[config.mk]
export PLATFORM = sky130hd
export DESIGN_NAME = audio_clock_divider_config
export DESIGN_NICKNAME = d
export VERILOG_FILES = /design/src/clock_divider_pkg.sv /design/src/audio_clock_divider_config.sv
export SDC_FILE = /design/constraint.sdc
export NUM_CORES = 1
export LEC_CHECK = 0
export BUFFER_PORTS_ARGS = -buffer_cell sky130_fd_sc_hd__clkbuf_2
export CAP_MARGIN = 20
export CORE_ASPECT_RATIO = 0.5
export CORE_MARGIN = 8
export CORE_UTILIZATION = 40
export CTS_CLUSTER_DIAMETER = 120
export DETAILED_ROUTE_END_ITERATION = 10
export SYNTH_ARGS = -nofsm -noshare
export SYNTH_HDL_FRONTEND = slang
export SYNTH_SLANG_ARGS = --single-unit
[constraint.sdc]
create_clock -name clock -period 2.6 [get_ports clock]
set_clock_uncertainty 0.05 [all_clocks]
set_input_delay 0.52 -clock clock [delete_from_list [all_inputs] [get_ports clock]]
set_output_delay 0.52 -clock clock [all_outputs]
set_load 0.01 [all_outputs]
[src/clock_divider_pkg.sv]
// Purpose: Shared constants for the audio clock divider configuration block
// Assumes: 8-bit register map on the device control port
// Notes:   Write masks keep read-only reserved bits at their reset values
package clock_divider_pkg;

  // ==========================================================================
  // Register map
  localparam logic [7:0] SEC_LOW_ADDR    = 8'h3D;
  localparam logic [7:0] ANA_ADDR        = 8'h3E;
  localparam logic [7:0] CORE_EN_ADDR    = 8'h44;
  localparam logic [7:0] IF_EN_ADDR      = 8'h45;
  localparam logic [7:0] CLKOUT1_ADDR    = 8'h46;

  localparam logic [7:0] SEC_LOW_RESET   = 8'h01;
  localparam logic [7:0] ANA_RESET       = 8'h01;
  localparam logic [7:0] CORE_EN_RESET   = 8'h00;
  localparam logic [7:0] IF_EN_RESET     = 8'h00;
  localparam logic [7:0] CLKOUT1_RESET   = 8'h00;

  // Writable bits of each register; the rest read back as zero
  localparam logic [7:0] SEC_LOW_MASK    = 8'hFF;
  localparam logic [7:0] ANA_MASK        = 8'h3F;
  localparam logic [7:0] CORE_EN_MASK    = 8'h07;
  localparam logic [7:0] IF_EN_MASK      = 8'hFF;
  localparam logic [7:0] CLKOUT1_MASK    = 8'h07;
  localparam logic [7:0] READ_ZERO       = 8'h00;

  // ==========================================================================
  // Field positions
  localparam int N_EN_BIT     = 2;
  localparam int M_EN_BIT     = 1;
  localparam int PDM_EN_BIT   = 0;
  localparam int DAC_EN_BIT   = 4;
  localparam int PRI_BCLK_BIT = 3;
  localparam int SEC_BCLK_BIT = 2;
  localparam int PRI_FS_BIT   = 1;
  localparam int SEC_FS_BIT   = 0;

  // ==========================================================================
  // Ratio encodings
  typedef logic [9:0] sec_ratio_type;
  typedef logic [6:0] ana_ratio_type;
  typedef logic [8:0] sec_code_type;

  localparam sec_code_type  SEC_CODE_ZERO    = 9'h000;
  localparam sec_code_type  SEC_CODE_ODD     = 9'h03F;
  localparam sec_ratio_type SEC_ZERO_RATIO   = 10'h200;
  localparam sec_ratio_type SEC_ODD_RATIO    = 10'h1FF;
  localparam logic [5:0]    ANA_CODE_ZERO    = 6'h00;
  localparam ana_ratio_type ANA_ZERO_RATIO   = 7'h40;
  localparam sec_ratio_type COUNT_ONE        = 10'h001;
  localparam sec_ratio_type COUNT_ZERO       = 10'h000;
  localparam logic [2:0]    ANA_PAD          = 3'h0;

endpackage

[src/audio_clock_divider_config.sv]
// Purpose: Divider value and enable registers with two live divided clocks
// Assumes: Control port strobes are synchronous to clock, one cycle each
// Notes:   A ratio of one cannot toggle a flop clock; output then stays high
`timescale 1ns/10ps
`default_nettype none

// Operation
// - Secondary bit-clock code zero means divide by 512.
// - Secondary codes 1 to 62 divide by the code itself.
// - Secondary code 63 divides by 511.
// - Auto clock detection overrides programmed ratios with derived ones.
// - Analog divider code zero means divide by 64.
// - Analog divider codes 1 to 63 divide by the code itself.
// - N, M and PDM enables follow bits 2, 1, 0; the analog N-M clock runs on bit 2 alone.
// - DAC modulator divider runs only while interface enable bit 4 set.
// - Primary bit-clock divider runs only while interface bit 3 set.
// - Secondary bit-clock divider runs only while interface bit 2 set.
// - Primary frame-sync divider runs only while interface bit 1 set.
// - Secondary frame-sync divider runs only while interface bit 0 set.
// - A separate high bit extends the secondary code above the low byte.
module audio_clock_divider_config
(
  input  wire logic                          clock,          // 25 MHz
  input  wire logic                          reset,          // Sync, high
  input  wire logic                          clock_enable,   // Freeze when low
  input  wire logic                          write_strobe,   // Reg write
  input  wire logic                          read_strobe,    // Reg read
  input  wire logic [7:0]                    address,        // Reg address
  input  wire logic [7:0]                    write_data,     // Write byte
  output      logic [7:0]                    read_data,      // Read byte
  output      logic                          read_valid,     // Read done
  input  wire logic                          auto_detect_enable, // Auto
  input  wire clock_divider_pkg::sec_ratio_type auto_secondary_ratio, // Auto
  input  wire clock_divider_pkg::ana_ratio_type auto_analog_ratio, // Auto
  input  wire logic                          secondary_bitclk_divider_high,
  output      logic                          n_divider_enable,    // N div
  output      logic                          m_divider_enable,    // M div
  output      logic                          pdm_clock_divider_enable,
  output      logic                          dac_modulator_divider_enable,
  output      logic                          primary_bitclk_divider_enable,
  output      logic                          secondary_bitclk_divider_enable,
  output      logic                          primary_frame_sync_divider_enable,
  output      logic                          secondary_frame_sync_divider_enable,
  output      clock_divider_pkg::sec_ratio_type secondary_bitclk_ratio,
  output      clock_divider_pkg::ana_ratio_type analog_clock_ratio,
  output      logic                          secondary_bitclk_out, // Divided
  output      logic                          analog_clock_out      // Divided
);
  import clock_divider_pkg::*;

  // ==========================================================================
  // Registers
  logic [7:0]    sec_low_q;
  logic [7:0]    ana_q;
  logic [7:0]    core_en_q;
  logic [7:0]    if_en_q;
  logic [7:0]    clkout1_q;
  logic [7:0]    read_data_q;
  logic          read_valid_q;
  sec_ratio_type sec_ratio_q;
  ana_ratio_type ana_ratio_q;
  sec_ratio_type sec_count_q;
  sec_ratio_type ana_count_q;
  logic          sec_clk_q;
  logic          ana_clk_q;
  sec_code_type  sec_code;
  logic          write_now;

  assign write_now = clock_enable && write_strobe;
  assign sec_code  = {secondary_bitclk_divider_high, sec_low_q};

  function automatic sec_ratio_type sec_decode(input sec_code_type code);
    if (code == SEC_CODE_ZERO)
      sec_decode = SEC_ZERO_RATIO;
    else if (code == SEC_CODE_ODD)
      sec_decode = SEC_ODD_RATIO;
    else
      sec_decode = {1'b0, code};
  endfunction

  function automatic sec_ratio_type count_step(input sec_ratio_type count,
                                               input sec_ratio_type ratio);
    if (count >= ratio - COUNT_ONE)
      count_step = COUNT_ZERO;
    else
      count_step = count + COUNT_ONE;
  endfunction

  // High for the first half of each period, rounded up; halving before
  // adding the odd bit keeps the largest auto ratio from wrapping to zero
  function automatic logic clock_level(input sec_ratio_type count,
                                       input sec_ratio_type ratio);
    clock_level = count < ((ratio >> 1) + sec_ratio_type'(ratio[0]));
  endfunction

  // ==========================================================================
  // Register writes; masks keep read-only reserved bits at reset value
  always_ff @(posedge clock)
  begin
    if (reset)
    begin
      sec_low_q <= SEC_LOW_RESET;
      ana_q     <= ANA_RESET;
      core_en_q <= CORE_EN_RESET;
      if_en_q   <= IF_EN_RESET;
      clkout1_q <= CLKOUT1_RESET;
    end
    else if (write_now)
    begin
      case (address)
        SEC_LOW_ADDR: sec_low_q <= write_data & SEC_LOW_MASK;
        ANA_ADDR:     ana_q     <= write_data & ANA_MASK;
        CORE_EN_ADDR: core_en_q <= write_data & CORE_EN_MASK;
        IF_EN_ADDR:   if_en_q   <= write_data & IF_EN_MASK;
        CLKOUT1_ADDR: clkout1_q <= write_data & CLKOUT1_MASK;
        default:      ;
      endcase
    end
  end

  // ==========================================================================
  // Register reads; unmapped addresses return zero
  always_ff @(posedge clock)
  begin
    if (reset)
    begin
      read_data_q  <= READ_ZERO;
      read_valid_q <= 1'b0;
    end
    else if (clock_enable)
    begin
      read_valid_q <= read_strobe;
      if (read_strobe)
      begin
        case (address)
          SEC_LOW_ADDR: read_data_q <= sec_low_q;
          ANA_ADDR:     read_data_q <= ana_q;
          CORE_EN_ADDR: read_data_q <= core_en_q;
          IF_EN_ADDR:   read_data_q <= if_en_q;
          CLKOUT1_ADDR: read_data_q <= clkout1_q;
          default:      read_data_q <= READ_ZERO;
        endcase
      end
    end
  end

  // ==========================================================================
  // Effective ratios
  always_ff @(posedge clock)
  begin
    if (reset)
    begin
      sec_ratio_q <= sec_decode({1'b0, SEC_LOW_RESET});
      ana_ratio_q <= {1'b0, ANA_RESET[5:0]};
    end
    else if (clock_enable)
    begin
      if (auto_detect_enable)
      begin
        sec_ratio_q <= auto_secondary_ratio;
        ana_ratio_q <= auto_analog_ratio;
      end
      else
      begin
        sec_ratio_q <= sec_decode(sec_code);
        if (ana_q[5:0] == ANA_CODE_ZERO)
          ana_ratio_q <= ANA_ZERO_RATIO;
        else
          ana_ratio_q <= {1'b0, ana_q[5:0]};
      end
    end
  end

  // ==========================================================================
  // Divided clocks; restarting from count zero gives a clean first high phase
  always_ff @(posedge clock)
  begin
    if (reset)
    begin
      sec_count_q <= COUNT_ZERO;
      sec_clk_q   <= 1'b0;
    end
    else if (clock_enable)
    begin
      if (!if_en_q[SEC_BCLK_BIT])
      begin
        sec_count_q <= COUNT_ZERO;
        sec_clk_q   <= 1'b0;
      end
      else
      begin
        sec_count_q <= count_step(sec_count_q, sec_ratio_q);
        sec_clk_q   <= clock_level(sec_count_q, sec_ratio_q);
      end
    end
  end

  // The analog N-M path is gated by the N divider enable
  always_ff @(posedge clock)
  begin
    if (reset)
    begin
      ana_count_q <= COUNT_ZERO;
      ana_clk_q   <= 1'b0;
    end
    else if (clock_enable)
    begin
      if (!core_en_q[N_EN_BIT])
      begin
        ana_count_q <= COUNT_ZERO;
        ana_clk_q   <= 1'b0;
      end
      else
      begin
        ana_count_q <= count_step(ana_count_q, {ANA_PAD, ana_ratio_q});
        ana_clk_q   <= clock_level(ana_count_q, {ANA_PAD, ana_ratio_q});
      end
    end
  end

  // ==========================================================================
  // Outputs
  assign read_data                          = read_data_q;
  assign read_valid                         = read_valid_q;
  assign n_divider_enable                   = core_en_q[N_EN_BIT];
  assign m_divider_enable                   = core_en_q[M_EN_BIT];
  assign pdm_clock_divider_enable           = core_en_q[PDM_EN_BIT];
  assign dac_modulator_divider_enable       = if_en_q[DAC_EN_BIT];
  assign primary_bitclk_divider_enable      = if_en_q[PRI_BCLK_BIT];
  assign secondary_bitclk_divider_enable    = if_en_q[SEC_BCLK_BIT];
  assign primary_frame_sync_divider_enable  = if_en_q[PRI_FS_BIT];
  assign secondary_frame_sync_divider_enable = if_en_q[SEC_FS_BIT];
  assign secondary_bitclk_ratio             = sec_ratio_q;
  assign analog_clock_ratio                 = ana_ratio_q;
  assign secondary_bitclk_out               = sec_clk_q;
  assign analog_clock_out                   = ana_clk_q;

  // ==========================================================================
  // Assertions
  sec_zero_ratio_a: assert property (
    @(posedge clock) disable iff (reset)
    clock_enable && !auto_detect_enable && sec_code == SEC_CODE_ZERO
    |=> secondary_bitclk_ratio == SEC_ZERO_RATIO)
    else $error("secondary code zero did not give 512");

  sec_direct_ratio_a: assert property (
    @(posedge clock) disable iff (reset)
    clock_enable && !auto_detect_enable && sec_code > SEC_CODE_ZERO
    && sec_code < SEC_CODE_ODD
    |=> secondary_bitclk_ratio == {1'b0, $past(sec_code)})
    else $error("secondary code not used directly");

  sec_odd_ratio_a: assert property (
    @(posedge clock) disable iff (reset)
    clock_enable && !auto_detect_enable && sec_code == SEC_CODE_ODD
    |=> secondary_bitclk_ratio == SEC_ODD_RATIO)
    else $error("secondary code 63 did not give 511");

  auto_override_a: assert property (
    @(posedge clock) disable iff (reset)
    clock_enable && auto_detect_enable
    |=> secondary_bitclk_ratio == $past(auto_secondary_ratio)
    && analog_clock_ratio == $past(auto_analog_ratio))
    else $error("auto detection did not override ratios");

  ana_zero_ratio_a: assert property (
    @(posedge clock) disable iff (reset)
    clock_enable && !auto_detect_enable && ana_q[5:0] == ANA_CODE_ZERO
    |=> analog_clock_ratio == ANA_ZERO_RATIO)
    else $error("analog code zero did not give 64");

  ana_direct_ratio_a: assert property (
    @(posedge clock) disable iff (reset)
    clock_enable && !auto_detect_enable && ana_q[5:0] != ANA_CODE_ZERO
    |=> analog_clock_ratio == {1'b0, $past(ana_q[5:0])})
    else $error("analog code not used directly");

  core_enable_a: assert property (
    @(posedge clock) disable iff (reset)
    write_now && address == CORE_EN_ADDR
    |=> {n_divider_enable, m_divider_enable, pdm_clock_divider_enable}
    == $past(write_data[2:0]) && core_en_q[7:3] == 5'h00)
    else $error("core divider enables not taken from write");

  dac_enable_a: assert property (
    @(posedge clock) disable iff (reset)
    write_now && address == IF_EN_ADDR
    |=> dac_modulator_divider_enable == $past(write_data[4]))
    else $error("dac modulator enable not taken");

  pri_bclk_enable_a: assert property (
    @(posedge clock) disable iff (reset)
    write_now && address == IF_EN_ADDR
    |=> primary_bitclk_divider_enable == $past(write_data[3]))
    else $error("primary bit clock enable not taken");

  sec_bclk_enable_a: assert property (
    @(posedge clock) disable iff (reset)
    write_now && address == IF_EN_ADDR
    |=> secondary_bitclk_divider_enable == $past(write_data[2]))
    else $error("secondary bit clock enable not taken");

  pri_fs_enable_a: assert property (
    @(posedge clock) disable iff (reset)
    write_now && address == IF_EN_ADDR
    |=> primary_frame_sync_divider_enable == $past(write_data[1]))
    else $error("primary frame sync enable not taken");

  sec_fs_enable_a: assert property (
    @(posedge clock) disable iff (reset)
    write_now && address == IF_EN_ADDR
    |=> secondary_frame_sync_divider_enable == $past(write_data[0]))
    else $error("secondary frame sync enable not taken");

  sec_high_bit_a: assert property (
    @(posedge clock) disable iff (reset)
    clock_enable && !auto_detect_enable && secondary_bitclk_divider_high
    |=> secondary_bitclk_ratio == {1'b0, 1'b1, $past(sec_low_q)})
    else $error("secondary high bit not concatenated");

  sec_static_off_a: assert property (
    @(posedge clock) disable iff (reset)
    clock_enable && !secondary_bitclk_divider_enable
    |=> !secondary_bitclk_out)
    else $error("disabled secondary divider not static");

  sec_restart_a: assert property (
    @(posedge clock) disable iff (reset)
    clock_enable && $rose(secondary_bitclk_divider_enable)
    |=> secondary_bitclk_out)
    else $error("enabled secondary divider did not start high");

endmodule
`default_nettype wire

==> run metrics <==
Mapped Avg Cell Area=approximately 8.3 µm²; Critical Path Sink Type=flop; clock root cell=clkbuf_16; FFs w/ async S/R, synth=0%; area grow syn2layout=21.5%; clock buffer depth=2; cell count after synthesis=approximately 600; register area share after synthesis=30.7%; # setup viols final=10; Max rail drop VDD=between 0.3 and 0.4 mV; CP startpoint kind=flop; die span in y=~95 µm; Core ar.=0.0119 mm²; largest net degree at the start of global routing=81; Max Cap Viol=0; P_leak=roughly 2.4 nW; global-route wire length before repair=approximately 22 mm; initial DRC count=250; Yosys cell types=64; placed cell count=about 830; Port Buffer Count=between 70 and 80; GR Overflow Total=0; Worst-Skew Late Latency=0.34 ns; vias in the first global route=about 4,300; DR vias=~4,600; proportion of layout cells with a drive suffix above 1=between 20% and 30%; crit share post-route=111%; pre-CTS WS=-0.308 ns; Std-Cell Rows=28; area of the mapped netlist=a little under 0.005 mm²; fin cells=around 850; commonest non-fill, non-tap cell in the layout=clkbuf_2; initial antenna violation count=0; Synthesis Warnings=0; Synth Register Bits=76; register area=between 0.0015 and 0.002 mm²; Crit Path Category=reg -> reg; TritonCTS Sinks=76; EDFF count, synth=0; multi-input logic area=0.00331 mm²; clock transition at the registers of the reported paths=0.07 ns; commonest cells after routing, fill and taps aside=clkbuf_2 (74), dfxtp_1 (72), nand2_1 (69); filler instances=1,138; Worst EP arrival=3.11 ns; Worst Path Max Fanout=5; drt wl/cell=16.3 µm; RSZ-0062 raised after global routing=true; outcome=finished with violations; ys flop type=dfxtp_1; GR Util All Layers=between 15 and 20%; H-Tree Depth=3; worst hold path class=in -> reg; post-route ant nets=0; Pre-Repair DR Iteration Count=4; crit path time final=between 2 and 3 ns; die width=173 µm; Final WS setup=-0.295 ns; Cell Pwr Density=around 480 mW/mm²; hold_buf cts=0; Final nets=roughly 760; Hold Vio Cnt, Final=0; total CTS buffers=9; final core occ=50.5%; TritonCTS clock tree=built; HPWL Detailed=a little over 10 mm; Antenna Cells=0; GP Congestion=0.836; WP data required=2.82 ns; syn_nets=681; vias per cell=roughly 5.4; Remaining DRCs=0; maximum clock rate=roughly 350 MHz; Initial Util=41.5%; Ports=76; Worst Max-Slew Pin Slew=~0.8 ns; Max transition margin=46.0%; failing checks=negative setup slack; final-report max-slew violation count=0; final WL=approximately 14 mm; die footprint=between 0.015 and 0.02 mm²
-- cell families (layout without fill, tap and decap cells) --
family / Yosys count / after routing / synth area share (%)
and+or+nand+nor: 252 / 252 / 26.9
AOI/OAI and AO/OA: 127 / 127 / 18.3
DFF: 76 / 76 / 30.7
buffers and inverters: 53 / 138 / 4.44
adders and majority gates: 43 / 43 / 10.8
xor gates and xnor gates: 24 / 24 / 4.24
muxes: 23 / 23 / 4.64
-- cells in the mapped netlist (5+ instances only) --
library cell / number / area share [%]
a22oi_1: 7 / 1.1
nand3_1: 18 / 1.8
a21o_1: 7 / 1.1
a22o_1: 6 / 1.1
o21ai_0: 17 / 1.7
nor2b_1: 5 / 0.63
nor3b_1: 9 / 1.4
a21oi_1: 31 / 3.1
xor2_1: 13 / 2.3
nor3_1: 14 / 1.4
o211ai_1: 6 / 0.91
clkbuf_1: 23 / 1.7
or3_1: 9 / 1.1
nand2_1: 69 / 5.2
nand3b_1: 8 / 1.2
ha_1: 43 / 11
buf_2: 8 / 0.81
and2_1: 5 / 0.63
mux2i_1: 23 / 4.6
xnor2_1: 11 / 1.9
a211oi_1: 19 / 2.9
nand4_1: 12 / 1.5
nor4_1: 8 / 1.0
nand2b_1: 14 / 1.8
dfxtp_1: 76 / 31
inv_1: 16 / 1.2
nor2_1: 53 / 4.0
and3_1: 5 / 0.63
-- per-stage QoR --
step | TNS [ns] | instance area, µm² | power, W | hold WS (ns)
after floorplan | -2.53 | 4990 | 0.00147 | 0.382
after global placement | -2.20 | 5600 | 0.00161 | 0.389
after detailed placement | -2.69 | 5600 | 0.00161 | 0.400
after CTS | -2.59 | 5940 | 0.00292 | 0.372
after global routing | -4.60 | 6030 | 0.00302 | 0.391
final | -2.65 | 6030 | 0.00291 | 0.376
-- registers in the layout (all words and copies together), names as in the netlist, 6 cells and up --
name / count
ana_count_q: 10
sec_count_q: 10
secondary_bitclk_ratio: 10
if_en_q: 8
read_data: 8
sec_low_q: 8
analog_clock_ratio: 7
ana_q: 6
-- worst paths after layout --
check / cells after the start / slack (ns) / to / start
min reg2reg: 2 / 0.41 / if_en_q[6] / if_en_q[6]
max: 11 / -0.30 / sec_count_q[6] / secondary_bitclk_ratio[4]
min: 3 / 0.38 / if_en_q[7] / write_data[7]
max reg2reg: 11 / -0.30 / sec_count_q[6] / secondary_bitclk_ratio[4]
-- layer usage --
layer / part of all wire, % / vias up / GRT usage [%]
met5: 0 / - / 0
met4: 0.80 / 0 / 3.64
met3: 4.3 / 10 / 3.98
met2: 45 / 89 / 26.7
met1: 50 / 2132 / 22.5
li1: - / 2340 / -
-- worst max-delay path, stage by stage (launching register included) --
cell	delay (ns)
dfxtp_2	0.32
or4_4	0.55
nor3_4	0.13
nand2_1	0.08
xor2_1	0.14
ha_1	0.31
a21o_1	0.21
a2111oi_4	0.35
o31ai_4	0.14
buf_2	0.19
a211o_2	0.26
o21ai_1	0.07
-- final cells by class --
class | count | area share [%]
inverter | 16 | 0.996
clock inverter | 6 | 1.16
clock buffer | 10 | 3.97
sequential | 76 | 25.3
multi-input combinational | 469 | 55.0
tap | 165 | 3.43
timing repair buffer | 106 | 10.2
-- where the power goes --
| part | switching, W | internal (W) | total [W] |
|---|---|---|---|
| Combinational | 0.000235 | 0.000164 | 0.000398 |
| Clock | 0.000530 | 0.000776 | 0.00131 |
| Sequential | 0.0000177 | 0.00119 | 0.00120 |
| Total | 0.000783 | 0.00213 | 0.00291 |
-- timing repair --
action	in CTS	in global routing
buffers inserted	0	2
endpoints found under the hold margin	0	0
cloned	1	1
pin swaps	9	3
setup endpoints to repair	10	21
resized for setup	6	17
No activity file was read; power rests on OpenSTA's default activity.
